## src/lfsc_pkg.sv

```systemverilog
// package for the led fault status and clear register bank
// assumes a 32-bit apb slave with byte offsets at index times four
package lfsc_pkg;
  // ----------------------------------------
  // register indices and byte addresses
  // ----------------------------------------
  localparam logic [7:0] SUMMARY_IDX = 8'h64;
  localparam logic [7:0] OPEN_FLAGS_0_7_IDX = 8'h65;
  localparam logic [7:0] OPEN_FLAGS_8_15_IDX = 8'h66;
  localparam logic [7:0] OPEN_FLAGS_16_17_IDX = 8'h67;
  localparam logic [7:0] SHORT_FLAGS_0_7_IDX = 8'h86;
  localparam logic [7:0] SHORT_FLAGS_8_15_IDX = 8'h87;
  localparam logic [7:0] SHORT_FLAGS_16_17_IDX = 8'h88;
  localparam logic [7:0] OPEN_CLEAR_IDX = 8'ha7;
  localparam logic [7:0] SHORT_CLEAR_IDX = 8'ha8;
  localparam logic [7:0] SOFT_RESET_IDX = 8'ha9;
  localparam logic [7:0] IRQ_STATUS_IDX = 8'hb0;
  localparam logic [7:0] IRQ_MASK_IDX = 8'hb1;
  localparam int ADDR_W = 10;
  // ----------------------------------------
  // fields, commands, reset values
  // ----------------------------------------
  localparam int SINKS = 18;
  localparam logic [3:0] CLEAR_CMD = 4'hf;
  localparam logic [7:0] SOFT_RESET_CMD = 8'hff;
  localparam logic [17:0] FLAGS_RST = 18'h00000;
  localparam logic [1:0] IRQ_RST = 2'h0;
  localparam int IRQ_OPEN_BIT = 1;
  localparam int IRQ_SHORT_BIT = 0;
  localparam int SYNC_STAGES = 3;
  typedef struct packed {
    logic [SINKS-1:0] open;
    logic [SINKS-1:0] short;
  } lfsc_fault_t;
  typedef struct packed {
    logic sel;
    logic en;
    logic write;
    logic [ADDR_W-1:0] addr;
    logic [31:0] wdata;
  } lfsc_apb_req_t;
  function automatic logic [ADDR_W-1:0] lfscByteAddr(input logic [7:0] idx);
    return {idx, 2'b00};
  endfunction : lfscByteAddr
endpackage : lfsc_pkg

```

## src/lfsc_sync.sv

```systemverilog
// three-flop synchroniser bank for the fault detector lines
// assumes detector levels are asynchronous to clk
`timescale 1ns/1ps
module lfsc_sync import lfsc_pkg::*; #(
  parameter int WIDTH = 36
) (
  input wire logic clk,
  input wire logic rstn,
  input wire logic [WIDTH-1:0] din,
  output logic [WIDTH-1:0] rise
);
  logic [WIDTH-1:0] s1_r;
  logic [WIDTH-1:0] s2_r;
  logic [WIDTH-1:0] s3_r;
  // a level counts once stages two and three are both high; a level, not an edge
  always_ff @(posedge clk or negedge rstn) begin
    if (!rstn) begin
      s1_r <= '0;
      s2_r <= '0;
      s3_r <= '0;
    end else begin
      s1_r <= din;
      s2_r <= s1_r;
      s3_r <= s2_r;
    end
  end
  assign rise = s2_r & s3_r;
endmodule : lfsc_sync

```

## src/lfsc_apb_if.sv

```systemverilog
// apb slave front end: decodes a transfer into access strobes
// assumes an apb master on clk; always answers with zero wait states
`timescale 1ns/1ps
module lfsc_apb_if import lfsc_pkg::*; (
  input wire logic clk,
  input wire logic rstn,
  input wire lfsc_apb_req_t req,
  output logic pready,
  output logic pslverr,
  output logic wrStb,
  output logic rdStb,
  output logic [7:0] idx,
  output logic hit
);
  function automatic logic isMapped(input logic [7:0] i);
    case (i)
      SUMMARY_IDX, OPEN_FLAGS_0_7_IDX, OPEN_FLAGS_8_15_IDX, OPEN_FLAGS_16_17_IDX,
      SHORT_FLAGS_0_7_IDX, SHORT_FLAGS_8_15_IDX, SHORT_FLAGS_16_17_IDX,
      OPEN_CLEAR_IDX, SHORT_CLEAR_IDX, SOFT_RESET_IDX, IRQ_STATUS_IDX, IRQ_MASK_IDX: return 1'b1;
      default: return 1'b0;
    endcase
  endfunction : isMapped
  logic access;
  assign access = req.sel & req.en;
  assign idx = req.addr[ADDR_W-1:2];
  assign hit = isMapped(idx) & (req.addr[1:0] == 2'b00);
  assign pready = access;
  // unmapped or misaligned access answers with an error, no effect
  assign pslverr = access & ~hit;
  assign wrStb = access & req.write & hit;
  assign rdStb = access & ~req.write & hit;
endmodule : lfsc_apb_if

```

## src/lfsc_fault_regs.sv

```systemverilog
// led fault flag and clear register bank, apb slave
// assumes detector outputs are async levels, two per sink (open and short)
//
// Overview of operation
// open flags of sinks 17 and 16 read in bits 1 and 0 of the third open byte, upper bits zero.
// short flags of sinks 7..0 read at 86h, read-only, reset to zero.
// short flags of sinks 15..8 read at 87h, read-only, reset to zero.
// short flags of sinks 17 and 16 read in bits 1 and 0 at 88h, upper bits zero.
// writing Fh to the low nibble at A7h clears all open flags and the global open bit.
// writing Fh to the low nibble at A8h clears all short flags and the global short bit.
// software never writes unlisted offsets in the reset group.
// a software reset register sits at A9h.
// writing FFh to A9h returns every register to its default.
// global open and short summary bits follow any set sink flag.
// sink flags stay set until cleared or reset; other clear values do nothing.
//
// The APB interface to the registers was chosen for this implementation.
`timescale 1ns/1ps
module lfsc_fault_regs import lfsc_pkg::*; (
  input wire logic clk,
  input wire logic rstn,
  input wire logic psel,
  input wire logic penable,
  input wire logic pwrite,
  input wire logic [ADDR_W-1:0] paddr,
  input wire logic [31:0] pwdata,
  output logic [31:0] prdata,
  output logic pready,
  output logic pslverr,
  input wire lfsc_fault_t faultIn,
  output logic globalOpen,
  output logic globalShort,
  output logic irq
);
  // ----------------------------------------
  // bus front end and detector sync
  // ----------------------------------------
  lfsc_apb_req_t req;
  logic wrStb;
  logic rdStb;
  logic [7:0] idx;
  logic hit;
  logic [2*SINKS-1:0] detRise;
  lfsc_fault_t det;
  assign req = '{sel: psel, en: penable, write: pwrite, addr: paddr, wdata: pwdata};
  lfsc_apb_if uBus (
    .clk(clk),
    .rstn(rstn),
    .req(req),
    .pready(pready),
    .pslverr(pslverr),
    .wrStb(wrStb),
    .rdStb(rdStb),
    .idx(idx),
    .hit(hit)
  );
  lfsc_sync #(.WIDTH(2*SINKS)) uSync (
    .clk(clk),
    .rstn(rstn),
    .din(faultIn),
    .rise(detRise)
  );
  assign det = detRise;
  // ----------------------------------------
  // commands
  // ----------------------------------------
  logic clrOpen;
  logic clrShort;
  logic softRst;
  assign clrOpen = wrStb && idx == OPEN_CLEAR_IDX && pwdata[3:0] == CLEAR_CMD;
  assign clrShort = wrStb && idx == SHORT_CLEAR_IDX && pwdata[3:0] == CLEAR_CMD;
  assign softRst = wrStb && idx == SOFT_RESET_IDX && pwdata[7:0] == SOFT_RESET_CMD;
  // ----------------------------------------
  // sticky sink flags
  // ----------------------------------------
  logic [SINKS-1:0] openFlags_r;
  logic [SINKS-1:0] shortFlags_r;
  // detection wins over a clear in the same cycle so no fault is lost
  always_ff @(posedge clk or negedge rstn) begin
    if (!rstn) begin
      openFlags_r <= FLAGS_RST;
    end else if (softRst) begin
      openFlags_r <= FLAGS_RST;
    end else begin
      openFlags_r <= (clrOpen ? FLAGS_RST : openFlags_r) | det.open;
    end
  end
  always_ff @(posedge clk or negedge rstn) begin
    if (!rstn) begin
      shortFlags_r <= FLAGS_RST;
    end else if (softRst) begin
      shortFlags_r <= FLAGS_RST;
    end else begin
      shortFlags_r <= (clrShort ? FLAGS_RST : shortFlags_r) | det.short;
    end
  end
  assign globalOpen = |openFlags_r;
  assign globalShort = |shortFlags_r;
  // ----------------------------------------
  // interrupt status and mask
  // ----------------------------------------
  logic [1:0] irqStatus_r;
  logic [1:0] irqMask_r;
  logic [1:0] irqEvt;
  assign irqEvt[IRQ_OPEN_BIT] = |det.open;
  assign irqEvt[IRQ_SHORT_BIT] = |det.short;
  // write-one-to-clear; a new event in the same cycle stays set
  always_ff @(posedge clk or negedge rstn) begin
    if (!rstn) begin
      irqStatus_r <= IRQ_RST;
    end else if (softRst) begin
      irqStatus_r <= IRQ_RST;
    end else if (wrStb && idx == IRQ_STATUS_IDX) begin
      irqStatus_r <= (irqStatus_r & ~pwdata[1:0]) | irqEvt;
    end else begin
      irqStatus_r <= irqStatus_r | irqEvt;
    end
  end
  always_ff @(posedge clk or negedge rstn) begin
    if (!rstn) begin
      irqMask_r <= IRQ_RST;
    end else if (softRst) begin
      irqMask_r <= IRQ_RST;
    end else if (wrStb && idx == IRQ_MASK_IDX) begin
      irqMask_r <= pwdata[1:0];
    end
  end
  assign irq = |(irqStatus_r & irqMask_r);
  // ----------------------------------------
  // read path
  // ----------------------------------------
  logic [7:0] rdByte;
  // clear and reset registers are write-only, so they read zero
  always_comb begin
    rdByte = 8'h00;
    case (idx)
      SUMMARY_IDX: rdByte = {6'h00, globalOpen, globalShort};
      OPEN_FLAGS_0_7_IDX: rdByte = openFlags_r[7:0];
      OPEN_FLAGS_8_15_IDX: rdByte = openFlags_r[15:8];
      OPEN_FLAGS_16_17_IDX: rdByte = {6'h00, openFlags_r[17:16]};
      SHORT_FLAGS_0_7_IDX: rdByte = shortFlags_r[7:0];
      SHORT_FLAGS_8_15_IDX: rdByte = shortFlags_r[15:8];
      SHORT_FLAGS_16_17_IDX: rdByte = {6'h00, shortFlags_r[17:16]};
      IRQ_STATUS_IDX: rdByte = {6'h00, irqStatus_r};
      IRQ_MASK_IDX: rdByte = {6'h00, irqMask_r};
      default: rdByte = 8'h00;
    endcase
  end
  // read data captured at the end of setup so it stands through the access phase;
  // a flag that sets during access shows on the next read, never half-way
  logic [31:0] prdata_r;
  always_ff @(posedge clk or negedge rstn) begin
    if (!rstn) begin
      prdata_r <= 32'h00000000;
    end else if (psel && !penable) begin
      prdata_r <= (!pwrite && hit) ? {24'h000000, rdByte} : 32'h00000000;
    end else if (!psel) begin
      prdata_r <= 32'h00000000;
    end
  end
  assign prdata = prdata_r;
endmodule : lfsc_fault_regs

```

## config.mk

```make
export PLATFORM = sky130hd
export DESIGN_NAME = lfsc_fault_regs
export DESIGN_NICKNAME = d
export VERILOG_FILES = /design/src/lfsc_pkg.sv /design/src/lfsc_sync.sv /design/src/lfsc_apb_if.sv /design/src/lfsc_fault_regs.sv
export SDC_FILE = /design/constraint.sdc
export NUM_CORES = 1
export LEC_CHECK = 0
export CAP_MARGIN = 10
export CORE_UTILIZATION = 55
export CTS_CLUSTER_SIZE = 25
export DETAILED_ROUTE_END_ITERATION = 10
export DONT_BUFFER_PORTS = 1
export PLACE_DENSITY = 0.7
export SYNTH_ARGS = -nofsm -noshare
export SYNTH_HDL_FRONTEND = slang
export SYNTH_SLANG_ARGS = --single-unit
```

## constraint.sdc

```tcl
create_clock -name clk -period 2.63 [get_ports clk]
set_clock_uncertainty 0.2 [all_clocks]
set_input_delay 0.263 -clock clk [delete_from_list [all_inputs] [get_ports clk]]
set_output_delay 0.263 -clock clk [all_outputs]
set_load 0.005 [all_outputs]
```

Word-level counts from Yosys, hierarchy flattened
Cells that the tools add are included. W data, S select, Z words.

Memory bits (writable): 0. Bits in read-only memories: 0. Memories kept: 0. Latch bits: 0. Register bits: 180. Output and inout port bits: 37.

Div/mod/pow operators: 0. Add/subtract/negate cells: 0. Eq/ne operators: 15. Bitwise gates (word level): 14. Reductions and logical operators: 20. Shift-type cells: 0. Multipliers: 0. $lt $le $gt $ge: 0. Multiplexer cells: 13.

Operator list (number): $eq A8 B8 Y1 const B (9); $mux W18 (4); $pmux W8 S9 (1); $reduce_or A18 Y1 (4); $mux W32 (2); $and A36 B36 Y36 (1); $or A18 B18 Y18 (2); $eq A8 B7 Y1 const B (4); $reduce_or A12 Y1 (1); $logic_and A1 B1 Y1 (10); $mux W2 (4); $mux W8 (1); $and A1 B1 Y1 (5); $and A2 B2 Y2 (2); $eq A4 B4 Y1 const B (1); $or A2 B2 Y2 (2); $logic_not A1 Y1 (2); $logic_not A2 Y1 (1); $ne A2 B1 Y1 const B (1); $not A2 Y2 (1); $reduce_bool A2 Y1 (1); $reduce_or A2 Y1 (1); $mux W1 (1); $not A1 Y1 (1).

Logic depth before layout (Yosys ltp)
Gate-level depths: netlist of the first run.

Depth in word-level cells: 10. Mapped depth: 8.

Modules after synthesis
From an unflattened synthesis of the first run, not the netlist that was laid out.

Cells, all modules: 457. Area total of the unflattened synthesis: 5765.5 sq um.

By module, submodules not included: lfsc_sync (seq. area each 2702.6 sq um, area each 2927.8 sq um, instances 1, cells an instance 144); lfsc_fault_regs (seq. area each 1201.2 sq um, area each 2600.0 sq um, instances 1, cells an instance 283); lfsc_apb_if (seq. area each 0.0 sq um, area each 237.7 sq um, instances 1, cells an instance 30).

Least setup slack after synthesis of the first run
No wires, ideal clock.

Kind: reg-to-reg. Start point: register shortFlags_r[2]. End point: register prdata_r[0] (netlist: prdata[0]). Arrival: 1849 ps. Setup slack: 455 ps. Stages on the path, launching flop included: 5. Path buffers: 0. Cells stage by stage: dfrtp_1 or4_1 or4_4 and3b_1 o32a_1.

Word-level cells in the longest chain between the ends: 4.

Ends and longest elaborated chain: start, declared (RTL line lfsc_fault_regs.sv:77) `logic [SINKS-1:0] shortFlags_r;`; start signal, assigned (RTL line lfsc_fault_regs.sv:94) `shortFlags_r <= (clrShort ? FLAGS_RST : shortFlags_r) | det.short;`; $reduce_or A18 Y1 (RTL line lfsc_fault_regs.sv:98) `assign globalShort = |shortFlags_r;`; net globalShort (RTL line lfsc_fault_regs.sv:32) `output logic globalShort,`; $pmux W8 S9 (RTL line lfsc_fault_regs.sv:136) `case (idx)`; $mux W8 (RTL line lfsc_fault_regs.sv:156) `prdata_r <= (!pwrite && hit) ? {24'h000000, rdByte} : 32'h00000000;`; $mux W32 (RTL line lfsc_fault_regs.sv:155) `end else if (psel && !penable) begin`; end signal, assigned (RTL line lfsc_fault_regs.sv:156); end, declared (RTL line lfsc_fault_regs.sv:151) `logic [31:0] prdata_r;`.

The timed path passes the listed nets, and every way through them passes these cells. A chain may end at the register's enable or synchronous reset.

Worst setup path in the final report of the first run
Start point: input port paddr[3]. End point: register prdata_r[1] (netlist: prdata[1]).

Word-level cells in the longest chain between the ends: 7.

Ends and longest elaborated chain: start, declared (RTL line lfsc_fault_regs.sv:25) `input wire logic [ADDR_W-1:0] paddr,`; $eq A8 B8 Y1 (tied with other cells) (RTL line lfsc_apb_if.sv:16) `case (i)`; $reduce_or A12 Y1 (RTL line lfsc_apb_if.sv:16); $mux W1 (RTL line lfsc_apb_if.sv:16); $and A1 B1 Y1 (RTL line lfsc_apb_if.sv:26) `assign hit = isMapped(idx) & (req.addr[1:0] == 2'b00);`; $logic_and A1 B1 Y1 (RTL line lfsc_fault_regs.sv:156); $mux W8 (*) (RTL line lfsc_fault_regs.sv:156); $mux W32 (*) (RTL line lfsc_fault_regs.sv:155).

Every way passes the cells marked *; elsewhere a longest branch is shown, timed or not.

==> results of run 1 <==
==> metrics by stage <==
| stage | utilization | area [sq um] |
|---|---|---|
| finish | 0.692 | 6520 |
| global route | 0.692 | 6520 |
| CTS | 0.691 | 6510 |
| detailed placement | 0.582 | 5480 |
| global placement | 0.582 | 5480 |
| floorplan | - | 5530 |
==> worst max-delay path by stage <==
stage                end             from  cells after the start  slack (ns)
6_report       prdata[1]         paddr[3]                      6        0.14
5_1_grt        prdata[1]         paddr[3]                      6        0.09
4_1_cts        prdata[1]   openFlags_r[4]                      5        0.08
3_5_place_dp   prdata[0]  shortFlags_r[2]                      4        0.34
3_3_place_gp   prdata[0]  shortFlags_r[2]                      4        0.35
2_1_floorplan  prdata[0]  shortFlags_r[2]                      4        0.45
==> sequential cells by signal (all words and copies together) (netlist names) <==
name,count
uSync.s1_r,36
uSync.s2_r,36
uSync.s3_r,36
openFlags_r,18
shortFlags_r,18
prdata,8
irqMask_r,2
irqStatus_r,2
==> what timing repair did <==
item | CTS | global route
endpoints found under the setup margin | 0 | 1
resized for setup | 0 | 1
hold endpoints to repair | 205 | 156
==> cells by family (layout without fill, tap and decap cells) <==
| family | count (synthesis) | count (layout) | synth area share |
|---|---|---|---|
| flip-flops | 156 | 156 | 0.717 |
| AO/OA/AOI/OAI | 80 | 80 | 0.102 |
| AND/OR/NAND/NOR | 136 | 136 | 0.127 |
| multiplexers | 4 | 4 | 0.00758 |
| other | 1 | 24 | 0.000689 |
| buffers and inverters | 39 | 82 | 0.0453 |
==> layer usage <==
metal | global-route usage | vias to the layer above | part of all wire
met5 | 0 | - | 0
met4 | 0.106 | 0 | 0.011
met3 | 0.0483 | 10 | 0.071
met2 | 0.310 | 176 | 0.48
met1 | 0.284 | 1670 | 0.44
li1 | - | 1530 | -
==> power groups by stage <==
| stage | registers [uW] | clock network (uW) | logic [uW] |
|---|---|---|---|
| finish | 2520 | 2350 | 120 |
| global route | 2520 | 2490 | 134 |
| CTS | 2520 | 2390 | 119 |
| detailed placement | 2560 | 0 | 67.4 |
| global placement | 2560 | 0 | 66.9 |
| floorplan | 2550 | 0 | 87.2 |
==> cell type report <==
cell class	count	area [sq um]	share of cell area
Clock inverter	12	138	0.0211
Sequential cell	156	3900	0.599
Multi-Input combinational cell	244	1390	0.213
Timing Repair Buffer	48	473	0.0726
Inverter	2	7.51	0.00115
Clock buffer	20	445	0.0684
Tap cell	129	161	0.0248
==> synthesized netlist by cell type (2+ instances only) <==
| library cell | count | area, sq um |
|---|---|---|
| nor4_1 | 6 | 37.5 |
| mux2i_1 | 3 | 30.0 |
| a21oi_1 | 31 | 155 |
| and2_1 | 2 | 12.5 |
| buf_2 | 5 | 25.0 |
| a32o_1 | 2 | 20.0 |
| nand2_1 | 66 | 248 |
| nor4b_1 | 2 | 17.5 |
| nand3b_1 | 3 | 22.5 |
| a21bo_1 | 2 | 20.0 |
| o32a_1 | 2 | 20.0 |
| dfrtp_1 | 156 | 3900 |
| clkbuf_1 | 7 | 26.3 |
| a221o_1 | 6 | 60.1 |
| nand3_1 | 2 | 10.0 |
| a22o_1 | 14 | 123 |
| a31oi_1 | 3 | 18.8 |
| buf_4 | 25 | 188 |
| or4_1 | 2 | 15.0 |
| and3b_1 | 3 | 26.3 |
| nand4_1 | 11 | 68.8 |
| nor2_1 | 16 | 60.1 |
| inv_1 | 2 | 7.51 |
| a22oi_1 | 10 | 75.1 |
| nor2b_1 | 2 | 12.5 |
| or3_1 | 3 | 18.8 |
| nor3_1 | 3 | 15.0 |
| o21ai_1 | 3 | 15.0 |
| and3_1 | 5 | 31.3 |
| o21ai_0 | 2 | 10.0 |
==> critical path, delay by kind of cell <==
kind,cells,cell delay [ns]
buf+inv,3,1.85
simple gates,1,0.14
compound gates,2,0.47
==> flow_metrics.tcl, run 1 <==
set metrics [dict create \
    timing.max_cap.violations 0 \
    cts_sinks 156 \
    final_net_count 552 \
    antenna_found_initial 0 \
    first_global_vias 3292 \
    min_delay_worst_type "primary input to async pin" \
    place.detailed.hpwl_microns 6100 \
    cts_tree "built" \
    timing.final.max_slew_violations 0 \
    floorplan.rows 35 \
    gp_routability_congestion 0.867 \
    fmax_ghz 0.401 \
    asyncSetResetFlopFracSynth 1.00 \
    cts.hold.buffers_added 45 \
    start_to_end_type_of_the_worst_setup_path "primary input to register" \
    num_io_pins 120 \
    global_route_wire_length_before_repair_microns 15900 \
    most-common-layout-cells "156 x dfrtp_1, 66 x nand2_1, 45 x dlygate4sd3_1" \
    overall_global_routing_usage 0.206 \
    port_bufs 0 \
    run_status "complete, but fails checks" \
    cts_max_level 4 \
    critPathCaptureType "register" \
    crit_path_top_delay_cell "dlygate4sd3_1" \
    clkLatencyLatePin_ns 0.51 \
    power.switching_uw 1020 \
    setup_ws_ns 0.138 \
    routed_via_density 5.54 \
    initial_core_util 0.578 \
    violations "negative hold slack" \
    total_clock_buffers_created_by_cts 17 \
    power.sequential.fraction 0.505 \
    setup-violations-final 0 \
    hold_violations 156 \
    clockBufferDepth 2 \
    routed_wirelength_normalized_by_instance_count_microns 15.8 \
    synth_flop_cell "dfrtp_1" \
    synthesis.area_per_instance_sq_um 13.1 \
    ys_seq_elements 156 \
    mostFrequentLayoutCell "dfrtp_1" \
    core_region_area_sq_um 9420 \
    drc_viols 0 \
    worst_endpoint_required_time_ns 2.87 \
    comb_power_share 0.024 \
    ir_drop_worst_vdd_mv 0.476 \
    ys.warnings.count 0 \
    power.share.clock 0.471 \
    layout-drive-gt1-share 0.0830 \
    number_of_standard_cells_in_the_final_layout_excluding_fillers 611 \
    root_buffer "clkbuf_8" \
    place_inst 534 \
    grt_start_max_net_pins 157 \
    die_w_microns 102 \
    synth-edff-count 0 \
    dieArea_sq_um 10300 \
    power.share.switching 0.205 \
    num-fill-cells 655 \
    cts_setup_buffers 0 \
    syn_to_final_growth_pct 19.6 \
    netlist_instances 416 \
    floorplan.die.height_microns 102 \
    grt_setup_unrepaired "false" \
    finalHoldWorstSlack_ns -0.750 \
    path_common_cell "dlygate4sd3_1" \
    final.min_clock_period_ns 2.49 \
    start_kind "primary input" \
    antenna_cells 0 \
    pwr_density_cell_nw_per_um2 765 \
    routed_wl_microns 9640 \
    routed-via-count 3386 \
    post_syn_area_sq_um 5450 \
    reg2reg_setup_slack_ns 0.15 \
    critical_path.reg2reg.endpoint "prdata[1]" \
    setup_tns_ns 0 \
    static-leakage-power_uw 0.00294 \
    worstPathArrival_ns 2.73 \
    clock_slew_at_reported_path_ffs_ns 0.06 \
    grt_remaining_overflow 0 \
    dp_worst_setup_slack_ns 0.338 \
    post-route-period-util 0.947 \
    synth_cell_types 47 \
    drt_iter0_markers 257 \
    path_max_fanout 9 \
    worstReg2RegStart "openFlags_r[4]" \
    worst-slew-pin-transition_ns 0.701 \
    synth-seq-area-share 0.717 \
    power_report.internal_total_uw 3960 \
    total_power_uw 4980 \
    worst_reg2reg_path_length_in_cells 5 \
    worst_slew_margin 0.531 \
    crit_chain "dlygate4sd3_1 -> o211a_2 -> nor3_2 -> dlygate4sd3_1 -> o32a_1 -> dlygate4sd3_1" \
    cpPeakStageDelay_ns 0.72 \
    count_of_tritonroute_iterations_in_the_first_routing_pass 7 \
    drt.antenna.violating_nets 0 \
]
Power figures use the tool's default switching activity.
==> run 2: changes to the inputs <==
--- a/config.mk
+++ b/config.mk
@@ -10,6 +10,7 @@
 export CTS_CLUSTER_SIZE = 25
 export DETAILED_ROUTE_END_ITERATION = 10
 export DONT_BUFFER_PORTS = 1
+export MAX_ROUTING_LAYER = met4
 export PLACE_DENSITY = 0.7
 export SYNTH_ARGS = -nofsm -noshare
 export SYNTH_HDL_FRONTEND = slang
==> run 2 against run 1 <==
Compared with the run above:
- first-iteration DRC count down 12%
- non-clock buffer count stayed put
- critical path depth down 1
- final area is 0.15% lower
- sequential share of layout area grew 0.092 points
- sequential power hardly changed
- global-route usage grew 0.89 points
- the run still ends with negative hold slack left
==> flow_metrics.tcl, run 2 (same netlist as run 1, synthesis figures left out) <==
set metrics [dict create \
    total_power_uw 4940 \
    multi_input_area_sq_um 1390 \
    power.share.switching 0.195 \
    mostFrequentLayoutCell "dfrtp_1" \
    fmax_ghz 0.401 \
    floorplan.die.height_microns 102 \
    first_global_vias 3204 \
    worst_endpoint_required_time_ns 2.82 \
    critPathCaptureType "register" \
    start_kind "register" \
    drc_viols 0 \
    violations "negative hold slack" \
    post-route-period-util 0.948 \
    largestRegisters "uSync.s1_r: 36 flops, uSync.s2_r: 36 flops, uSync.s3_r: 36 flops" \
    count_of_tritonroute_iterations_in_the_first_routing_pass 4 \
    power_report.internal_total_uw 3980 \
    critical_path.reg2reg.endpoint "prdata[1]" \
    routed_via_density 5.47 \
    global_route_wire_length_before_repair_microns 15800 \
    final.min_clock_period_ns 2.49 \
    comb_power_share 0.024 \
    post-route-util 0.691 \
    final_net_count 552 \
    routed_wirelength_normalized_by_instance_count_microns 15.5 \
    initial_core_util 0.578 \
    worstReg2RegStart "openFlags_r[4]" \
    clkLatencyLatePin_ns 0.51 \
    run_status "complete, but fails checks" \
    syn_to_final_growth_pct 19.5 \
    path_max_fanout 3 \
    drt.antenna.violating_nets 0 \
    overall_global_routing_usage 0.215 \
    routed-via-count 3329 \
    timing.final.max_slew_violations 0 \
    cpPeakStageDelay_ns 0.56 \
    die_w_microns 102 \
    dieArea_sq_um 10300 \
    min_delay_worst_type "primary input to async pin" \
    clockBufferDepth 2 \
    routed_wl_microns 9460 \
    sequential_cell_area_sq_um 3900 \
    gp_routability_congestion 0.878 \
    hold_violations 156 \
    most-common-layout-cells "156 x dfrtp_1, 66 x nand2_1, 45 x dlygate4sd3_1" \
    num_io_pins 120 \
    clock_slew_at_reported_path_ffs_ns 0.06 \
    cts_max_level 4 \
    setup-violations-final 0 \
    port_bufs 0 \
    crit_chain "or4_1 -> nor3_2 -> o22ai_1 -> o32a_1 -> dlygate4sd3_1" \
    antenna_cells 0 \
    power.share.clock 0.466 \
    cts.hold.buffers_added 45 \
    place.detailed.hpwl_microns 6170 \
    timing.max_cap.violations 0 \
    power.sequential.fraction 0.509 \
    cts_sinks 156 \
    grt_remaining_overflow 0 \
    antenna_found_initial 0 \
    grt_setup_unrepaired "false" \
    floorplan.rows 35 \
    layout-drive-gt1-share 0.0771 \
    static-leakage-power_uw 0.00294 \
    worst_reg2reg_path_length_in_cells 5 \
    total_clock_buffers_created_by_cts 17 \
    worstPathArrival_ns 2.68 \
    ir_drop_worst_vdd_mv 0.432 \
    num-fill-cells 696 \
    reg2reg_setup_slack_ns 0.14 \
    crit_path_top_delay_cell "dlygate4sd3_1" \
    drt_iter0_markers 226 \
    worst_slew_margin 0.575 \
    worst-slew-pin-transition_ns 0.636 \
    cts_setup_buffers 0 \
    core_region_area_sq_um 9420 \
    pwr_density_cell_nw_per_um2 759 \
    power.switching_uw 965 \
    setup_tns_ns 0 \
    finalHoldWorstSlack_ns -0.750 \
    root_buffer "clkbuf_8" \
    start_to_end_type_of_the_worst_setup_path "register to register" \
    cts_tree "built" \
    grt_start_max_net_pins 157 \
]
[run 2: cell count changes in the layout (fill, tap and decap cells not counted), sizes merged]
| cell | change |
|---|---|
| clkinvlp | -3 |
| clkbuf | +2 |
| inv | -1 |
[run 2: timing repair]
item,4_1_cts,5_1_grt
setup endpoints to repair,0,1
endpoints found under the hold margin,222,156
gates resized for setup,0,1
[run 2: worst max-delay path by stage]
stage,start,end,slack (ns),cells after the start
after global placement,shortFlags_r[2],prdata[0],0.35,4
after global routing,paddr[7],prdata[1],0.05,7
after floorplan,shortFlags_r[2],prdata[0],0.45,4
after CTS,openFlags_r[4],prdata[1],0.06,5
final,openFlags_r[4],prdata[1],0.14,5
after detailed placement,shortFlags_r[2],prdata[0],0.33,4
[run 2: power groups by stage]
stage                     combinational [uW]  clock, uW  sequential, uW
after global placement                  66.9          0            2560
after detailed placement                67.3          0            2560
final                                    120       2300            2520
after floorplan                         87.2          0            2550
after CTS                                119       2350            2520
after global routing                     135       2450            2530
[run 2: metal layers]
layer | part of all wire | GRT usage | routed length (microns)
met5 | 0 | - | 0
met4 | 0.024 | 0.104 | 231
met3 | 0.059 | 0.0566 | 554
met2 | 0.47 | 0.301 | 4400
met1 | 0.45 | 0.294 | 4270
[run 2: stage by stage]
stage	area, sq um	worst slack (ns)	hold slack [ns]	std cells
6_report	6500	0.136	-0.750	609
3_3_place_gp	5480	0.347	-0.230	534
2_1_floorplan	5530	0.455	-0.233	439
5_1_grt	6500	0.0498	-0.778	609
4_1_cts	6500	0.0624	-0.775	609
3_5_place_dp	5480	0.332	-0.229	534
[run 2: final cells by class]
type | instances | share of cell area
Sequential cell | 156 | 0.600
Multi-Input combinational cell | 244 | 0.213
Timing Repair Buffer | 48 | 0.0727
Clock buffer | 22 | 0.0712
Tap cell | 129 | 0.0248
Clock inverter | 8 | 0.0169
Inverter | 2 | 0.00115
[run 2: critical path: cells and delay by family (launching register included)]
family | cells | cell delay (ns)
flip-flops | 1 | 0.41
buffers and inverters | 1 | 0.56
AND/OR/NAND/NOR | 2 | 0.82
AO/OA/AOI/OAI | 2 | 0.39
==> run 3: changes to the inputs <==
--- a/config.mk
+++ b/config.mk
@@ -5,9 +5,9 @@
 export SDC_FILE = /design/constraint.sdc
 export NUM_CORES = 1
 export LEC_CHECK = 0
+export ABC_CLOCK_PERIOD_IN_PS = 3000
 export CAP_MARGIN = 10
 export CORE_UTILIZATION = 55
-export CTS_CLUSTER_SIZE = 25
 export DETAILED_ROUTE_END_ITERATION = 10
 export DONT_BUFFER_PORTS = 1
 export MAX_ROUTING_LAYER = met4
==> constraint.sdc (replaced) <==
create_clock -name clk -period 3 [get_ports clk]
set_clock_uncertainty 0.2 [all_clocks]
set_input_delay 0.3 -clock clk [delete_from_list [all_inputs] [get_ports clk]]
set_output_delay 0.3 -clock clk [all_outputs]
set_load 0.005 [all_outputs]
==> run 3 against run 2 <==
Compared with the run above:
- the flow still finishes with violations (negative hold slack)
- final cell count grew 0.33%
- hold slack gained 0.037 ns
- largest power group unchanged
- final area grew 0.46%
==> flow_metrics.tcl, run 3 (same netlist as run 1, synthesis figures left out) <==
set metrics [dict create \
    postCtsResizedCells 0 \
    worstReg2RegStart "shortFlags_r[2]" \
    clkLatencyLatePin_ns 0.51 \
    layout-drive-gt1-share 0.0788 \
    critPathLaunch "shortFlags_r[2]" \
    port_bufs 0 \
    routed_wl_microns 10100 \
    crit_buf_inv 1 \
    cts_max_level 4 \
    timing.final.max_slew_violations 0 \
    most-common-layout-cells "156 x dfrtp_1, 66 x nand2_1, 46 x dlygate4sd3_1" \
    num_io_pins 120 \
    crit_path_top_delay_cell "dlygate4sd3_1" \
    count_of_tritonroute_iterations_in_the_first_routing_pass 4 \
    grt_remaining_overflow 0 \
    dieArea_sq_um 10300 \
    worst_endpoint_required_time_ns 3.19 \
    grt_setup_unrepaired "false" \
    core_region_area_sq_um 9420 \
    worstPathArrival_ns 3.07 \
    post-route-period-util 0.961 \
    start_kind "register" \
    total_clock_buffers_created_by_cts 17 \
    first_global_vias 3413 \
    global_route_wire_length_before_repair_microns 16300 \
    cp_capture_point "prdata[0]" \
    violations "negative hold slack" \
    crit_chain "or4_1 -> or4_4 -> and3b_1 -> o32a_1 -> dlygate4sd3_1" \
    routed_wirelength_normalized_by_instance_count_microns 16.5 \
    fmax_ghz 0.347 \
    reg2reg_setup_slack_ns 0.12 \
    cts_setup_buffers 0 \
    num-fill-cells 666 \
    setup_ws_ns 0.117 \
    drc_viols 0 \
    clockBufferDepth 2 \
    setup-violations-final 0 \
    floorplan.rows 35 \
    root_buffer "clkbuf_8" \
    grt_start_max_net_pins 157 \
    ir_drop_worst_vdd_mv 0.368 \
    critPathCaptureType "register" \
    final_net_count 553 \
    dp_worst_setup_slack_ns 0.712 \
    cts.hold.buffers_added 46 \
    antenna_cells 0 \
    mostFrequentLayoutCell "dfrtp_1" \
    die_w_microns 102 \
    min_delay_worst_type "primary input to async pin" \
    cpPeakStageDelay_ns 0.55 \
    cts_sinks 156 \
    final.min_clock_period_ns 2.88 \
    static-leakage-power_uw 0.00296 \
    worst-slew-pin-transition_ns 0.632 \
    worst_reg2reg_path_length_in_cells 5 \
    routed-via-count 3400 \
    drt_iter0_markers 232 \
    worstSetupPathDepth 5 \
    largestRegisters "uSync.s1_r: 36 flops, uSync.s2_r: 36 flops, uSync.s3_r: 36 flops" \
    floorplan.die.height_microns 102 \
    syn_to_final_growth_pct 20.0 \
    routed_via_density 5.56 \
    hold_violations 156 \
    place.detailed.hpwl_microns 6280 \
    start_to_end_type_of_the_worst_setup_path "register to register" \
    gp_routability_congestion 0.873 \
    critical_path.reg2reg.endpoint "prdata[0]" \
    timing.max_cap.violations 0 \
    worst_slew_margin 0.577 \
    initial_core_util 0.578 \
    cp_top_family "simple AND/OR/NAND/NOR gates" \
    run_status "complete, but fails checks" \
    antenna_found_initial 0 \
    finalHoldWorstSlack_ns -0.713 \
    pwr_density_cell_nw_per_um2 677 \
    overall_global_routing_usage 0.224 \
    clock_slew_at_reported_path_ffs_ns 0.06 \
    drt.antenna.violating_nets 0 \
    cts_tree "built" \
    setup_tns_ns 0 \
    path_max_fanout 3 \
]
run 3: cell types whose count changed in the layout (fill, tap and decap cells not counted), sizes merged:
cell / delta
bufinv: +1
clkbuf: -1
clkinvlp: +2
dlygate4sd3: +1
inv: -1
run 3: layout make-up:
cell class | count | area (sq um) | area share
inverter | 2 | 7.51 | 0.00115
sequential | 156 | 3900 | 0.597
multi-input combinational | 244 | 1380 | 0.211
timing repair buffer | 49 | 483 | 0.0739
tap | 129 | 161 | 0.0247
clock buffer | 21 | 459 | 0.0703
clock inverter | 10 | 139 | 0.0213
run 3: worst min path at each step:
stage,startpoint,endpoint,slack [ns],cells past startpoint
finish,rstn,uSync.s1_r[27],-0.71,0
global route,rstn,uSync.s2_r[27],-0.75,0
CTS,rstn,uSync.s1_r[23],-0.75,0
detailed placement,rstn,uSync.s1_r[27],-0.19,0
global placement,rstn,uSync.s1_r[27],-0.19,0
floorplan,rstn,irqMask_r[0],-0.20,0
run 3: where the power goes:
part / internal (uW) / switching (uW) / total [uW] / leakage, uW
sequential: 2180 / 28.0 / 2210 / 0.00173
combinational: 58.6 / 47.4 / 106 / 0.000945
clock: 1330 / 783 / 2110 / 0.000282
total: 3570 / 858 / 4420 / 0.00296
run 3: per-layer routing:
metal / up-vias / GRT usage / share of wire
met5: - / - / 0
met4: 0 / 0.117 / 0.027
met3: 31 / 0.0690 / 0.063
met2: 157 / 0.331 / 0.48
met1: 1676 / 0.280 / 0.43
li1: 1536 / - / -
run 3: stage by stage:
stage               std cells  hold slack (ns)   util  power (uW)  instance area, sq um
global placement          534           -0.193  0.582        2300                  5480
detailed placement        534           -0.193  0.582        2300                  5480
floorplan                 439           -0.196      -        2310                  5530
global route              611           -0.755  0.694        4580                  6540
finish                    611           -0.713  0.694        4420                  6540
CTS                       611           -0.746  0.694        4470                  6540
